===== config.mk =====
export PLATFORM = sky130hd
export DESIGN_NAME = brtl_top
export DESIGN_NICKNAME = d
export VERILOG_FILES = /design/src/inc/brtl_pkg.sv /design/src/design/brtl_debounce.sv /design/src/design/brtl_top.sv
export SDC_FILE = /design/constraint.sdc
export NUM_CORES = 1
export LEC_CHECK = 0
export ABC_AREA = 1
export BUFFER_PORTS_ARGS = -buffer_cell sky130_fd_sc_hd__buf_4
export CORE_MARGIN = 10
export CORE_UTILIZATION = 32
export DETAILED_ROUTE_END_ITERATION = 7
export REMOVE_ABC_BUFFERS = 1
export SYNTH_ARGS = -nofsm -noshare
export SYNTH_HDL_FRONTEND = slang
export SYNTH_SLANG_ARGS = --single-unit
export TNS_END_PERCENT = 30

===== constraint.sdc =====
create_clock -name clk -period 9.8 [get_ports clk]
set_clock_uncertainty 0.2 [all_clocks]
set_input_delay 0.98 -clock clk [delete_from_list [all_inputs] [get_ports clk]]
set_output_delay 0.98 -clock clk [all_outputs]
set_load 0.005 [all_outputs]

===== src/inc/brtl_pkg.sv =====
// constants and types shared by the button and rotary trigger logic
package brtl_pkg;

  // ************************************************************
  // register map, byte addresses on the register bus
  // ************************************************************
  localparam int          ADDR_W       = 12;
  localparam logic [11:0] OFF_CTRL     = 12'h000;
  localparam logic [11:0] OFF_MODE_LO  = 12'h004;
  localparam logic [11:0] OFF_MODE_HI  = 12'h008;
  localparam logic [11:0] OFF_STATE    = 12'h00C;
  localparam logic [11:0] OFF_VOLUME   = 12'h010;
  localparam logic [11:0] OFF_CMD_MAP  = 12'h014;
  localparam logic [11:0] OFF_IRQ_STAT = 12'h018;
  localparam logic [11:0] OFF_IRQ_MASK = 12'h01C;

  // ************************************************************
  // control and volume field positions
  // ************************************************************
  localparam int CTRL_ENABLE  = 0;
  localparam int CTRL_CUSTOM  = 1;
  localparam int VOL_MUTE_BIT = 8;

  // ************************************************************
  // buttons and behaviour codes
  // ************************************************************
  localparam int         NUM_BTN   = 11;
  localparam int         NUM_GRP   = 5;
  localparam int         MODE_W    = 3;
  localparam int         MODE_ALL  = NUM_BTN * MODE_W;
  localparam int         LO_BTNS   = 8;
  localparam logic [2:0] MODE_MOM  = 3'h0;
  localparam logic [2:0] MODE_TOG  = 3'h1;
  localparam logic [2:0] MODE_RAD1 = 3'h2;
  localparam logic [2:0] MODE_RAD5 = 3'h6;

  // ************************************************************
  // rotary position range
  // ************************************************************
  localparam int         POS_W   = 5;
  localparam int         NUM_POS = 17;
  localparam logic [4:0] POS_MIN = 5'h00;
  localparam logic [4:0] POS_MAX = 5'h10;

  // ************************************************************
  // interrupt status bits
  // ************************************************************
  localparam int IRQ_W      = 5;
  localparam int IRQ_BTN    = 0;
  localparam int IRQ_VOL    = 1;
  localparam int IRQ_KPRESS = 2;
  localparam int IRQ_KREL   = 3;
  localparam int IRQ_MUTE   = 4;

  // ************************************************************
  // reset values
  // ************************************************************
  localparam logic [1:0]  RST_CTRL    = 2'h1;
  localparam logic [32:0] RST_MODE    = 33'h000000000;
  localparam logic [16:0] RST_CMD_MAP = 17'h00000;
  localparam logic [4:0]  RST_MASK    = 5'h00;
  localparam logic [4:0]  RST_POS     = 5'h00;

  // ************************************************************
  // timing
  // ************************************************************
  localparam int CLK_MHZ     = 40;
  localparam int DB_TICK_US  = 1000;
  localparam int DB_TICK_CYC = DB_TICK_US * CLK_MHZ;
  localparam int DB_STABLE   = 4;
  localparam int TICK_W      = 16;

  // ************************************************************
  // carriers
  // ************************************************************
  typedef struct packed {
    logic [NUM_BTN-1:0] btn;
    logic               knob;
    logic               rot_a;
    logic               rot_b;
  } brtl_pins_s;

  localparam int PINS_W = NUM_BTN + 3;

  typedef struct packed {
    logic             mute;
    logic [POS_W-1:0] pos;
  } brtl_vol_s;

endpackage


===== src/design/brtl_debounce.sv =====
// synchroniser and tick-based debouncer for the contact inputs
`timescale 1ns/1ps
`default_nettype none

module brtl_debounce #(
  parameter int WIDTH = brtl_pkg::PINS_W
) (
  input  wire logic             clk,
  input  wire logic             rst,
  input  wire logic             tick,
  input  wire logic [WIDTH-1:0] raw_i,
  output logic      [WIDTH-1:0] clean_o
);

  logic [WIDTH-1:0] sync1_r;
  logic [WIDTH-1:0] sync2_r;
  logic [2:0]       cnt_r [WIDTH];

  always_ff @(posedge clk or posedge rst) begin
    if (rst) begin
      sync1_r <= '0;
      sync2_r <= '0;
    end else begin
      sync1_r <= raw_i;
      sync2_r <= sync1_r;
    end
  end

  // accept a level only once stable for several ticks
  always_ff @(posedge clk or posedge rst) begin
    if (rst) begin
      clean_o <= '0;
      for (int i = 0; i < WIDTH; i++) cnt_r[i] <= 3'h0;
    end else if (tick) begin
      for (int i = 0; i < WIDTH; i++) begin
        if (sync2_r[i] == clean_o[i]) begin
          cnt_r[i] <= 3'h0;
        end else if (cnt_r[i] == 3'(brtl_pkg::DB_STABLE - 1)) begin
          cnt_r[i]   <= 3'h0;
          clean_o[i] <= sync2_r[i];
        end else begin
          cnt_r[i] <= cnt_r[i] + 3'h1;
        end
      end
    end
  end

endmodule

`default_nettype wire


===== src/design/brtl_top.sv =====
// button and rotary trigger logic with its register slave
`timescale 1ns/1ps
`default_nettype none

// Notes on behaviour
// - eleven buttons, each pressed or released, each with own state
// - each button selects momentary, toggle or one numbered radio group
// - momentary: state true while pressed, false on release
// - toggle: each press inverts state; release leaves it
// - radio: press sets own state, clears other group members
// - five radio groups; one group per button, up to eleven members
// - every button state is presented as an output
// - rotary position kept within zero to sixteen inclusive
// - reaching a position with a command assigned signals the action
// - custom scheme: knob press and release reported as events instead
module brtl_top #(
  parameter int TICK_CYC = brtl_pkg::DB_TICK_CYC
) (
  input  wire logic                         clk,
  input  wire logic                         rst,
  input  wire logic                         psel,
  input  wire logic                         penable,
  input  wire logic                         pwrite,
  input  wire logic [brtl_pkg::ADDR_W-1:0]  paddr,
  input  wire logic [31:0]                  pwdata,
  output logic      [31:0]                  prdata,
  output logic                              pready,
  output logic                              pslverr,
  input  wire logic [brtl_pkg::NUM_BTN-1:0] btn_i,
  input  wire logic                         knob_i,
  input  wire logic                         rot_a_i,
  input  wire logic                         rot_b_i,
  output logic      [brtl_pkg::NUM_BTN-1:0] btn_state_o,
  output brtl_pkg::brtl_vol_s               vol_o,
  output logic                              vol_hit_o,
  output logic                              knob_press_o,
  output logic                              knob_release_o,
  output logic                              irq_o
);

  // ************************************************************
  // helpers
  // ************************************************************
  function automatic logic [2:0] mode_of(
    input logic [brtl_pkg::MODE_ALL-1:0] modes,
    input int                            idx
  );
    mode_of = modes[idx*brtl_pkg::MODE_W +: brtl_pkg::MODE_W];
  endfunction

  function automatic logic is_radio(input logic [2:0] m);
    is_radio = (m >= brtl_pkg::MODE_RAD1) && (m <= brtl_pkg::MODE_RAD5);
  endfunction

  function automatic logic [31:0] word(input logic [brtl_pkg::ADDR_W-1:0] a,
                                      input logic [brtl_pkg::ADDR_W-1:0] o);
    word = {31'h00000000, a == o};
  endfunction

  // ************************************************************
  // declarations
  // ************************************************************
  logic [brtl_pkg::TICK_W-1:0]   tick_cnt_r;
  logic                          tick_r;
  brtl_pkg::brtl_pins_s          raw;
  brtl_pkg::brtl_pins_s          clean;
  brtl_pkg::brtl_pins_s          clean_d_r;
  logic [1:0]                    ctrl_r;
  logic [brtl_pkg::MODE_ALL-1:0] mode_r;
  logic [brtl_pkg::NUM_POS-1:0]  cmd_map_r;
  logic [brtl_pkg::IRQ_W-1:0]    stat_r;
  logic [brtl_pkg::IRQ_W-1:0]    stat_nxt;
  logic [brtl_pkg::IRQ_W-1:0]    mask_r;
  logic [brtl_pkg::IRQ_W-1:0]    ev_set;
  logic [brtl_pkg::NUM_BTN-1:0]  state_nxt;
  logic [brtl_pkg::NUM_BTN-1:0]  press;
  logic [brtl_pkg::NUM_BTN-1:0]  release_ev;
  logic                          knob_rise;
  logic                          knob_fall;
  logic                          step_right;
  logic                          step_left;
  logic [brtl_pkg::POS_W-1:0]    pos_nxt;
  logic                          mute_nxt;
  logic                          enabled;
  logic                          custom;
  logic                          setup;
  logic                          access;
  logic                          wr;
  logic                          rd_stat;
  logic [31:0]                   rdata;
  logic                          hit;

  assign enabled = ctrl_r[brtl_pkg::CTRL_ENABLE];
  assign custom  = ctrl_r[brtl_pkg::CTRL_CUSTOM];

  // ************************************************************
  // debounce tick divider
  // ************************************************************
  // one-cycle enable; the debouncer counts ticks, not clocks
  always_ff @(posedge clk or posedge rst) begin
    if (rst) begin
      tick_cnt_r <= '0;
      tick_r     <= 1'b0;
    end else if (tick_cnt_r == brtl_pkg::TICK_W'(TICK_CYC - 1)) begin
      tick_cnt_r <= '0;
      tick_r     <= 1'b1;
    end else begin
      tick_cnt_r <= tick_cnt_r + 1'b1;
      tick_r     <= 1'b0;
    end
  end

  // ************************************************************
  // contact conditioning and edge detection
  // ************************************************************
  assign raw.btn   = btn_i;
  assign raw.knob  = knob_i;
  assign raw.rot_a = rot_a_i;
  assign raw.rot_b = rot_b_i;

  brtl_debounce #(
    .WIDTH (brtl_pkg::PINS_W)
  ) u_debounce (
    .clk     (clk),
    .rst     (rst),
    .tick    (tick_r),
    .raw_i   (raw),
    .clean_o (clean)
  );

  always_ff @(posedge clk or posedge rst) begin
    if (rst) begin
      clean_d_r <= '0;
    end else begin
      clean_d_r <= clean;
    end
  end

  // clean levels reset to released, so no false edge after reset
  // press and release edges of the clean levels
  assign press      = clean.btn & ~clean_d_r.btn & {brtl_pkg::NUM_BTN{enabled}};
  assign release_ev = ~clean.btn & clean_d_r.btn & {brtl_pkg::NUM_BTN{enabled}};
  assign knob_rise  = clean.knob & ~clean_d_r.knob & enabled;
  assign knob_fall  = ~clean.knob & clean_d_r.knob & enabled;
  // one detent per rising edge of phase a; phase b gives direction
  assign step_right = clean.rot_a & ~clean_d_r.rot_a & ~clean.rot_b & enabled;
  assign step_left  = clean.rot_a & ~clean_d_r.rot_a & clean.rot_b & enabled;

  // ************************************************************
  // button interaction states
  // ************************************************************
  always_comb begin
    state_nxt = btn_state_o;
    for (int i = 0; i < brtl_pkg::NUM_BTN; i++) begin
      // behaviour picked by the mode field
      case (mode_of(mode_r, i))
        brtl_pkg::MODE_TOG: begin
          if (press[i]) begin
            state_nxt[i] = ~btn_state_o[i];
          end
        end
        brtl_pkg::MODE_MOM: begin
          if (press[i]) begin
            state_nxt[i] = 1'b1;
          end else if (release_ev[i]) begin
            state_nxt[i] = 1'b0;
          end
        end
        default: begin
          // codes above the fifth group behave as momentary
          if (!is_radio(mode_of(mode_r, i))) begin
            if (press[i]) begin
              state_nxt[i] = 1'b1;
            end else if (release_ev[i]) begin
              state_nxt[i] = 1'b0;
            end
          end
        end
      endcase
    end
    // radio press wins the group; on simultaneous presses
    // the lowest index is applied last and so prevails
    // a group is all buttons sharing one radio code
    for (int i = brtl_pkg::NUM_BTN - 1; i >= 0; i--) begin
      if (press[i] && is_radio(mode_of(mode_r, i))) begin
        for (int j = 0; j < brtl_pkg::NUM_BTN; j++) begin
          if (mode_of(mode_r, j) == mode_of(mode_r, i)) begin
            state_nxt[j] = (j == i);
          end
        end
      end
    end
  end

  // states are presented straight from flip-flops
  always_ff @(posedge clk or posedge rst) begin
    if (rst) begin
      btn_state_o <= '0;
    end else begin
      btn_state_o <= state_nxt;
    end
  end

  // ************************************************************
  // rotary position and mute
  // ************************************************************
  always_comb begin
    pos_nxt = vol_o.pos;
    if (step_right && vol_o.pos != brtl_pkg::POS_MAX) begin
      pos_nxt = vol_o.pos + 5'h01;
    end else if (step_left && vol_o.pos != brtl_pkg::POS_MIN) begin
      pos_nxt = vol_o.pos - 5'h01;
    end
  end

  assign mute_nxt = (knob_rise && !custom) ? ~vol_o.mute : vol_o.mute;

  // saturation is silent: no hit and no status at the limits
  // action only when the position actually arrives
  assign hit = (pos_nxt != vol_o.pos) && cmd_map_r[pos_nxt];

  always_ff @(posedge clk or posedge rst) begin
    if (rst) begin
      vol_o.pos  <= brtl_pkg::RST_POS;
      vol_o.mute <= 1'b0;
      vol_hit_o  <= 1'b0;
    end else begin
      vol_o.pos  <= pos_nxt;
      vol_o.mute <= mute_nxt;
      vol_hit_o  <= hit;
    end
  end

  // knob events reported only in the custom scheme
  always_ff @(posedge clk or posedge rst) begin
    if (rst) begin
      knob_press_o   <= 1'b0;
      knob_release_o <= 1'b0;
    end else begin
      knob_press_o   <= knob_rise & custom;
      knob_release_o <= knob_fall & custom;
    end
  end

  // ************************************************************
  // register slave
  // ************************************************************
  // pready rises one cycle after setup, so every transfer completes in its first access cycle with no wait
  assign setup   = psel & ~penable;
  assign access  = psel & penable & pready;
  assign wr      = access & pwrite;
  assign rd_stat = access & ~pwrite & (paddr == brtl_pkg::OFF_IRQ_STAT);

  always_comb begin
    rdata = 32'h00000000;
    case (paddr)
      brtl_pkg::OFF_CTRL:     rdata = {30'h00000000, ctrl_r};
      brtl_pkg::OFF_MODE_LO:  rdata = {8'h00, mode_r[23:0]};
      brtl_pkg::OFF_MODE_HI:  rdata = {23'h000000, mode_r[32:24]};
      brtl_pkg::OFF_STATE:    rdata = {21'h000000, btn_state_o};
      brtl_pkg::OFF_VOLUME:   rdata = {23'h000000, vol_o.mute,
                                       3'h0, vol_o.pos};
      brtl_pkg::OFF_CMD_MAP:  rdata = {15'h0000, cmd_map_r};
      brtl_pkg::OFF_IRQ_STAT: rdata = {27'h0000000, stat_r};
      brtl_pkg::OFF_IRQ_MASK: rdata = {27'h0000000, mask_r};
      default:                rdata = 32'h00000000;
    endcase
  end

  always_ff @(posedge clk or posedge rst) begin
    if (rst) begin
      pready  <= 1'b0;
      pslverr <= 1'b0;
      prdata  <= 32'h00000000;
    end else begin
      pready  <= setup;
      pslverr <= setup & (paddr[1:0] != 2'h0 || paddr > brtl_pkg::OFF_IRQ_MASK);
      // sampled at setup so the word stands through the access cycle
      if (setup && !pwrite) begin
        prdata <= rdata;
      end
    end
  end

  // configuration writes; read-only words drop writes silently
  // an unmapped word is refused by pslverr and changes nothing
  always_ff @(posedge clk or posedge rst) begin
    if (rst) begin
      ctrl_r    <= brtl_pkg::RST_CTRL;
      mode_r    <= brtl_pkg::RST_MODE;
      cmd_map_r <= brtl_pkg::RST_CMD_MAP;
      mask_r    <= brtl_pkg::RST_MASK;
    end else if (wr) begin
      case (paddr)
        brtl_pkg::OFF_CTRL:     ctrl_r          <= pwdata[1:0];
        brtl_pkg::OFF_MODE_LO:  mode_r[23:0]    <= pwdata[23:0];
        brtl_pkg::OFF_MODE_HI:  mode_r[32:24]   <= pwdata[8:0];
        brtl_pkg::OFF_CMD_MAP:  cmd_map_r       <= pwdata[16:0];
        brtl_pkg::OFF_IRQ_MASK: mask_r          <= pwdata[4:0];
        default:                ctrl_r          <= ctrl_r;
      endcase
    end
  end

  // ************************************************************
  // interrupt status
  // ************************************************************
  // one bit per event source; masked bits still record
  always_comb begin
    ev_set                       = '0;
    ev_set[brtl_pkg::IRQ_BTN]    = (state_nxt != btn_state_o);
    ev_set[brtl_pkg::IRQ_VOL]    = hit;
    ev_set[brtl_pkg::IRQ_KPRESS] = knob_rise & custom;
    ev_set[brtl_pkg::IRQ_KREL]   = knob_fall & custom;
    ev_set[brtl_pkg::IRQ_MUTE]   = mute_nxt != vol_o.mute;
  end

  // a read clears only the bits it reported; a bit set while the read
  // was in setup was never seen by software and must survive the clear
  // an event in the clearing cycle itself still lands: set wins
  assign stat_nxt = (rd_stat ? stat_r & ~prdata[brtl_pkg::IRQ_W-1:0]
                             : stat_r) | ev_set;

  always_ff @(posedge clk or posedge rst) begin
    if (rst) begin
      stat_r <= '0;
      irq_o  <= 1'b0;
    end else begin
      stat_r <= stat_nxt;
      irq_o  <= |(stat_nxt & mask_r);
    end
  end

endmodule

`default_nettype wire


==> results of run 1 <==
[cells by family (layout without fill, tap and decap cells)]
| family | after synthesis | after routing | share of synthesized area (%) |
|---|---|---|---|
| muxes | 3 | 3 | 0.2429 |
| buffers and inverters | 292 | 382 | 9.330 |
| and+or+nand+nor | 1009 | 1009 | 31.43 |
| DFF | 223 | 223 | 40.14 |
| other | 1 | 8 | 0.02696 |
| xor gates and xnor gates | 121 | 121 | 7.620 |
| AOI/OAI and AO/OA | 231 | 231 | 9.690 |
| adders and majority gates | 17 | 17 | 1.529 |
[where the power goes]
part / switching [W] / leakage (nW) / internal, W
clock: 0.000428 / 0.487 / 0.000696
combinational: 0.0000383 / 4.19 / 0.0000196
sequential: 0.00000371 / 2.97 / 0.000928
total: 0.000470 / 7.64 / 0.00164
[metrics by stage]
stage | total power, W | instance area [um^2] | util, %
final | 0.002113 | 16050 | 37.33
after CTS | 0.002144 | 16050 | 37.33
after global routing | 0.002187 | 16050 | 37.33
after global placement | 0.001007 | 15040 | 34.99
after detailed placement | 0.001008 | 15040 | 34.99
after floorplan | 0.0009742 | 13460 | -
[worst reg2reg max path, stage by stage (launching register included)]
cell,delay [ns]
dfrtp_1,0.89
inv_2,0.33
nand2_1,0.25
nand2_1,0.13
nor2_4,0.30
nand3_1,0.11
nand2_1,0.12
nor2_1,0.06
nand3_1,0.06
nand2_1,0.06
nand2_1,0.08
nand2_1,0.05
nand2_1,0.19
nand3_1,0.11
nor2_1,0.14
nand2_1,0.12
nand2_1,0.11
nand3_1,0.09
[cells in the final DEF, fill, tap and decap left out, types with 15 or more instances in the layout]
| master | n |
|---|---|
| inv_1 | 184 |
| dfrtp_1 | 221 |
| xnor2_1 | 91 |
| o21ai_0 | 111 |
| nand3_1 | 195 |
| nor2_1 | 185 |
| ha_1 | 17 |
| o22ai_1 | 37 |
| inv_2 | 25 |
| nand2_1 | 559 |
| buf_4 | 112 |
| xor2_1 | 30 |
| clkbuf_16 | 29 |
| a21oi_1 | 27 |
| nand4_1 | 15 |
[layer usage]
layer	vias to the layer above	share of wire, %	global-route usage (%)
met4	0	3.4	6.395
met2	428	46	28.68
met3	94	6.6	2.978
met1	6085	44	22.85
met5	-	0	0
li1	6215	-	-
[how the worst max path moves through the flow]
stage	end	slack, ns
final	irq_o	6.27
after global routing	cmd_map_r[13]	5.96
after CTS	irq_o	6.37
after detailed placement	cmd_map_r[5]	5.82
after global placement	cmd_map_r[1]	5.91
after floorplan	btn_state_o[0]	2.52
[state kept, by name, indices dropped and copies added, names as in the netlist]
register            count
u_debounce.clean_o     14
tick_cnt_r             16
ctrl_r                  2
clean_d_r              13
mask_r                  5
u_debounce.sync2_r     14
u_debounce.sync1_r     14
tick_r                  1
irq_o                   1
cmd_map_r              17
stat_r                  5
pready                  1
btn_state_o            11
mode_r                 33
prdata                 24
knob_press_o            1
pslverr                 1
vol_o                   6
vol_hit_o               1
knob_release_o          1
u_debounce.cnt_r       42
[final cells by class]
| cell class | count | area (um^2) | area share [%] |
|---|---|---|---|
| multi-input cells | 1389 | 7054 | 43.96 |
| flip-flops and latches | 223 | 5583 | 34.79 |
| repair buffers | 112 | 840.8 | 5.240 |
| inverters | 218 | 829.5 | 5.170 |
| clock buffers | 36 | 782.0 | 4.874 |
| well taps | 585 | 732.0 | 4.562 |
| clock inverters | 16 | 224.0 | 1.396 |
==> summary.txt, run 1 <==
Status
  • Outcome: finished clean

Global route
  • Vias in the first global route: 12620
  • Initial antenna violation count: 0
  • Overall Global Routing Usage: approximately 18%
  • Largest net degree at the start of global routing: 88
  • GRT overflow: 0
  • First-pass GRT wire length: 73.21 mm

Clock tree
  • Number of buffers created by CTS: 28
  • CTS hold repair buffers: 0
  • TritonCTS clock tree: done
  • CTS Sinks: 223
  • H-tree depth: 1
  • CTS root buf: clkbuf_16
  • Gates resized, CTS repair: 0
  • Clock latency on the worst-skew pair: 0.57 ns
  • Post-CTS setup buffers: 0
  • Max Root-Sink Buffers: 3
  • Clk slew on worst S/H paths: 0.06 ns

Flow run
  • Maxcap violations: 0

Timing
  • Slew headroom: 24.08%
  • Hold slack: 0.1454 ns
  • Endpoints failing setup: 0
  • Final Hold Vio Count: 0
  • Final Cycle Share: 36.07%
  • Slew @ Worst Pin: 1.129 ns
  • Final WS setup: 6.265 ns
  • RSZ-0062 raised after global routing: no
  • Max frequency: 0.2829 GHz
  • Min Tclk post-route: 3.535 ns
  • Post-Route Setup TNS: 0 ns
  • Final max-slew violation count: 0

Finish
  • Layout fillers: between 4000 and 5000
  • Share of layout cells above drive strength 1: 11.69%
  • Number of antenna repair diodes: 0
  • Area Growth Syn to Fin: 15.38%
  • Fin nets: 2052
  • Non-filler cells, final: 2579

Yosys
  • Most used DFF post-synth: dfrtp_1
  • Number of flops mapped to enable cells by yosys: 0
  • Synth area leaders: dfrtp_1 40%, nand2_1 15%, nand3_1 7.0%
  • Largest area contributor in the netlist: dfrtp_1
  • Number of synthesized register bits: 223
  • Syn_area_per_cell: 7.331 um^2
  • Synth top area share: 39.95%
  • Asr flop ratio synth: 100.0%
  • Synthesized instance count: ~1900
  • Seq/Total Area, Yosys: 40.13%
  • Synth Warn #: 0
  • Mapped Area: 13910 um^2
  • Yosys cell types: 51
  • Most numerous cell in the Yosys netlist: nand2_1
  • Post-synth top cells: 559 x nand2_1, 222 x dfrtp_1, 195 x nand3_1

Routing
  • Drt wl/cell: about 18 um
  • Final antenna-violating net count: 0
  • Initial DRC count: 969
  • Vias: approximately 13000
  • Via density per instance: 4.972
  • DRC Markers: 0
  • WL final: ~47 mm
  • First-pass DRT Iterations: 6

Worst setup path
  • Crit-path slowest cell: dfrtp_1
  • Most frequent cell on the critical path: nand2_1
  • R2R setup slack: 6.27 ns
  • Crit path launch type: flop
  • Crit path required time: 10.04 ns
  • Stages on worst setup path: 17
  • R2R depth: 17
  • Worst Setup SP: mode_r[28]
  • CP Max Fanout: 13
  • FF-to-FF Start: mode_r[28]
  • Setup CP Type: flop to flop
  • Worst setup EP type: flop
  • WP buf/inv: 1
  • FF-to-FF End: irq_o
  • CP arrival: 3.77 ns
  • Crit-path cells: inv_2 -> nand2_1 -> nand2_1 -> nor2_4 -> nand3_1 -> nand2_1 -> nor2_1 -> nand3_1 -> nand2_1 -> nand2_1 -> nand2_1 -> nand2_1 -> nand3_1 -> nor2_1 -> nand2_1 -> nand2_1 -> nand3_1
  • CP top delay family: simple AND/OR/NAND/NOR gates
  • Crit path largest cell delay: 0.89 ns

Place
  • Post-Place Cells: 2527
  • DP Worst Slack: between 5 and 6 ns
  • GPL Wtd Cong: 1.001
  • I/O Buffers: 101
  • Dpl hpwl: 34.28 mm

Die
  • Die X: 228.5 um
  • Initial core utilization: between 30 and 40%
  • # IOs: 118
  • Row cnt: 76
  • Die Height: 228.5 um
  • Core Region: roughly 43000 um^2
  • Die area: approximately 52000 um^2

Hold path
  • Hold-critical path endpoint: u_debounce.sync2_r[4]
  • Worst hold path type: flop to flop
  • Min-delay src: u_debounce.sync1_r[4]
  • Hold Path Depth: 0

Power
  • Lkg Pwr: 7.644 nW
  • Power per cell area: 131.7 nW/um^2
  • Worst VDD drop: 0.0001190 V
Power figures use the tool's default switching activity.
==> run 2, diff against run 1 <==
- ABC_AREA: 1 -> 0
- clock period: 9.8 -> 3.5 ns (I/O delays scaled with it)
==> run 2 against run 1 <==
Global-route usage fell by 1.3 points; critical endpoint unchanged; die area fell by 1.8%; non-clock buffer count rose by 143; first-iteration DRC count fell by 4.4%; combinational power rose to 3.6 times the previous value; largest cell class unchanged; setup slack got worse by 6.2 ns; count of clock-buffer cells in the layout fell by 4; cell count fell by 18%.
==> summary.txt, run 2 <==
Status
  • Outcome: finished clean

Worst setup path
  • R2R setup slack: 0.08 ns (-6.19 ns)
  • CP arrival: 3.68 ns (-0.09 ns)
  • CP Max Fanout: 3 (-10)
  • Crit path required time: 3.76 ns (-6.28 ns)
  • Setup CP Type: flop to flop
  • Worst Setup SP: ctrl_r[0]
  • Crit path launch type: flop
  • Worst setup EP type: flop
  • FF-to-FF Start: ctrl_r[0]

Power
  • Lkg Pwr: 7.575 nW (-0.90%)
  • Combinational power share: 3.6% (+0.9 points)
  • Sw frac: 22.27% (about the same)
  • Internal power: 0.004494 W (+170%)
  • Switching Power: 0.001288 W (+170%)
  • Clock power share: 51.4% (-1.8 points)
  • Sequential Power Share: 45.1% (+1.0 points)
  • Worst VDD drop: 0.0002821 V (+140%)
  • Power per cell area: 343.6 nW/um^2 (+160%)
  • Tot Pwr: 0.005781 W (+170%)

Finish
  • Non-filler cells, final: 2108 (-18%)
  • Share of layout cells above drive strength 1: 25.88% (+14 points)
  • Final instance area: 16820 um^2 (+4.8%)
  • Fin nets: 1629 (-21%)
  • Number of antenna repair diodes: 0 (unchanged)
  • Area Growth Syn to Fin: 23.36%
  • Most frequent cells in the layout: 218 x dfrtp_1, 205 x buf_4, 151 x xnor2_1
  • Top reg by flops: u_debounce.cnt_r
  • Max FFs per register: 42 (unchanged)
  • Commonest non-fill, non-tap cell in the layout: dfrtp_1
  • Layout fillers: 4072 (-9.1%)
  • Top Registers: u_debounce.cnt_r (42), mode_r (33), prdata (24)

Die
  • Core Region: 42040 um^2 (-2.2%)
  • Die X: 226.4 um (-0.89%)
  • # IOs: 118 (unchanged)
  • Row cnt: 75 (-1.3%)
  • Die area: 51280 um^2 (-1.8%)
  • Die Height: 226.4 um (-0.89%)
  • Initial core utilization: 32.44% (+0.084 points)

Routing
  • Met1 WL: 18.34 mm (-10%)
  • Wire length on met2: 19.29 mm (-10%)
  • Via density per instance: 5.309 (+6.8%)
  • Initial DRC count: 926 (-4.4%)
  • Met3 wire length: 3.375 mm (+9.5%)
  • WL final: 42.38 mm (-9.1%)
  • Final antenna-violating net count: 0 (unchanged)
  • First-pass DRT Iterations: 6 (unchanged)
  • Top layer in use: met4
  • DRC Markers: 0 (unchanged)
  • Drt wl/cell: 20.11 um (+11%)
  • Vias: 11190 (-13%)

Clock tree
  • Post-CTS setup buffers: 0 (unchanged)
  • CTS Sinks: 223 (unchanged)
  • H-tree depth: 1 (unchanged)
  • Number of buffers created by CTS: 26 (-7.1%)
  • Clock latency on the worst-skew pair: 0.57 ns (about the same)
  • TritonCTS clock tree: done
  • CTS root buf: clkbuf_16
  • Max Root-Sink Buffers: 3 (unchanged)
  • Clk slew on worst S/H paths: 0.07 ns (about the same)

Yosys
  • Largest area contributor in the netlist: dfrtp_1
  • Asr flop ratio synth: 100.0% (unchanged)
  • Post-synth top cells: 222 x dfrtp_1, 151 x xnor2_1, 112 x nand2_1
  • Synth Warn #: 0 (unchanged)
  • Mapped Area: 13640 um^2 (-1.9%)
  • Synth area leaders: dfrtp_1 41%, xnor2_1 9.7%, mux2_2 7.5%
  • Most used DFF post-synth: dfrtp_1
  • Most numerous cell in the Yosys netlist: dfrtp_1
  • Syn_area_per_cell: 9.926 um^2 (+35%)
  • Synthesized instance count: 1374 (-28%)
  • Seq/Total Area, Yosys: 40.93% (+0.79 points)
  • Yosys cell types: 98 (+92%)
  • Number of flops mapped to enable cells by yosys: 0 (unchanged)
  • Synth top area share: 40.73% (+0.79 points)
  • Number of synthesized register bits: 223 (unchanged)

Hold path
  • Worst hold path type: primary input to flop
  • Min-delay src: psel

Timing
  • Post-Route Setup TNS: 0 ns (unchanged)
  • Max frequency: 0.2920 GHz (+3.2%)
  • Min Tclk post-route: 3.425 ns (-0.1099 ns)
  • Final Hold Vio Count: 0 (unchanged)
  • Endpoints failing setup: 0 (unchanged)
  • Final Cycle Share: 97.85% (+62 points)
  • Slew headroom: 31.89% (+7.8 points)
  • RSZ-0062 raised after global routing: no
  • Final max-slew violation count: 0 (unchanged)
  • Slew @ Worst Pin: 1.014 ns (-0.1155 ns)

Global route
  • Overall Global Routing Usage: 16.25% (-1.3 points)
  • Largest net degree at the start of global routing: 71 (-19%)
  • First-pass GRT wire length: 65.47 mm (-11%)
  • Initial antenna violation count: 0 (unchanged)
  • Vias in the first global route: 11220 (-11%)
  • GRT overflow: 0 (unchanged)

Place
  • Cell Area, Placed: 15400 um^2 (+2.4%)
  • Post-Place Cells: 2018 (-20%)
  • I/O Buffers: 101 (unchanged)
  • Dpl hpwl: 31.69 mm (-7.5%)
  • GPL Wtd Cong: 1.005 (+0.44%)

Flow run
  • Maxcap violations: 0 (unchanged)
==> run 2: changes by cell type after synthesis, sizes merged, moves of 15 or more <==
| cell | change |
|---|---|
| nor2b | +15 |
| buf | +36 |
| nand2 | -455 |
| o21ai | -51 |
| nand3 | -137 |
| inv | -167 |
| nor2 | -150 |
| xnor2 | +61 |
| xor2 | +17 |
| nand3b | +15 |
| mux2 | +88 |
| nor3 | +19 |
==> run 2: per-stage QoR <==
stage | hold WS, ns | util [%] | setup slack (ns)
6_report | 0.04169 | 40.02 | 0.07524
3_5_place_dp | 0.1355 | 36.64 | 0.01291
4_1_cts | 0.005528 | 39.86 | 0.008340
3_3_place_gp | 0.1330 | 36.64 | 0.01258
2_1_floorplan | 0.1312 | - | -3.154
5_1_grt | 0.03978 | 40.02 | 0.003084
==> run 2: cell type report <==
cell class | instances | area [um^2] | share of cell area [%]
multi-input combinational | 999 | 7326 | 43.54
sequential | 223 | 5587 | 33.21
timing repair buffer | 255 | 2121 | 12.61
clock buffer | 32 | 703.2 | 4.180
tap | 539 | 674.4 | 4.009
clock inverter | 16 | 240.2 | 1.428
inverter | 44 | 172.7 | 1.026
==> run 2: worst paths after layout <==
path                       cells after the start                     to
max                                            9                  irq_o
min                                            3                pslverr
max reg2reg                                    9                  irq_o
min reg2reg                                    0  u_debounce.sync2_r[4]
max in group asynchronous                      4             mode_r[18]
min in group asynchronous                      3          tick_cnt_r[5]
==> run 2: logic make-up after synthesis <==
family          synth area share (%)
flops                          40.93
compound gates                 13.34
simple gates                   16.59
xor+xnor                       12.97
fa+ha+maj                      1.560
mux                            8.560
buf+inv                        6.027
other cells                  0.02750
==> run 2: power by group through the flow <==
| stage | Combinational [W] | Sequential (W) | Clock [W] |
|---|---|---|---|
| after floorplan | 0.0000693 | 0.00265 | 0 |
| after global placement | 0.000170 | 0.00265 | 0 |
| after detailed placement | 0.000172 | 0.00265 | 0 |
| after CTS | 0.000211 | 0.00261 | 0.00304 |
| after global routing | 0.000229 | 0.00261 | 0.00314 |
| final | 0.000206 | 0.00261 | 0.00297 |
==> run 2: repair_timing <==
item,4_1_cts,5_1_grt
gates resized for setup,0,14
hold endpoints to repair,129,0
hold buffers,41,0
setup endpoints to repair,0,1
==> run 2: per-layer routing <==
metal  global-route usage (%)  up-vias
met5                        0        -
met4                    5.756        0
met3                    3.630       75
met2                    25.58      392
met1                    21.46     5515
li1                         -     5210
==> run 2: critical path, cell delays in order, from the launching register on <==
cell and delay (ns):
dfstp_2 0.58, and3b_2 0.23, o211ai_4 0.07, or4_1 0.61, a41oi_2 0.26, mux2_2 0.38
a221oi_1 0.21, nand4_1 0.19, or2_4 0.30, a221o_1 0.29
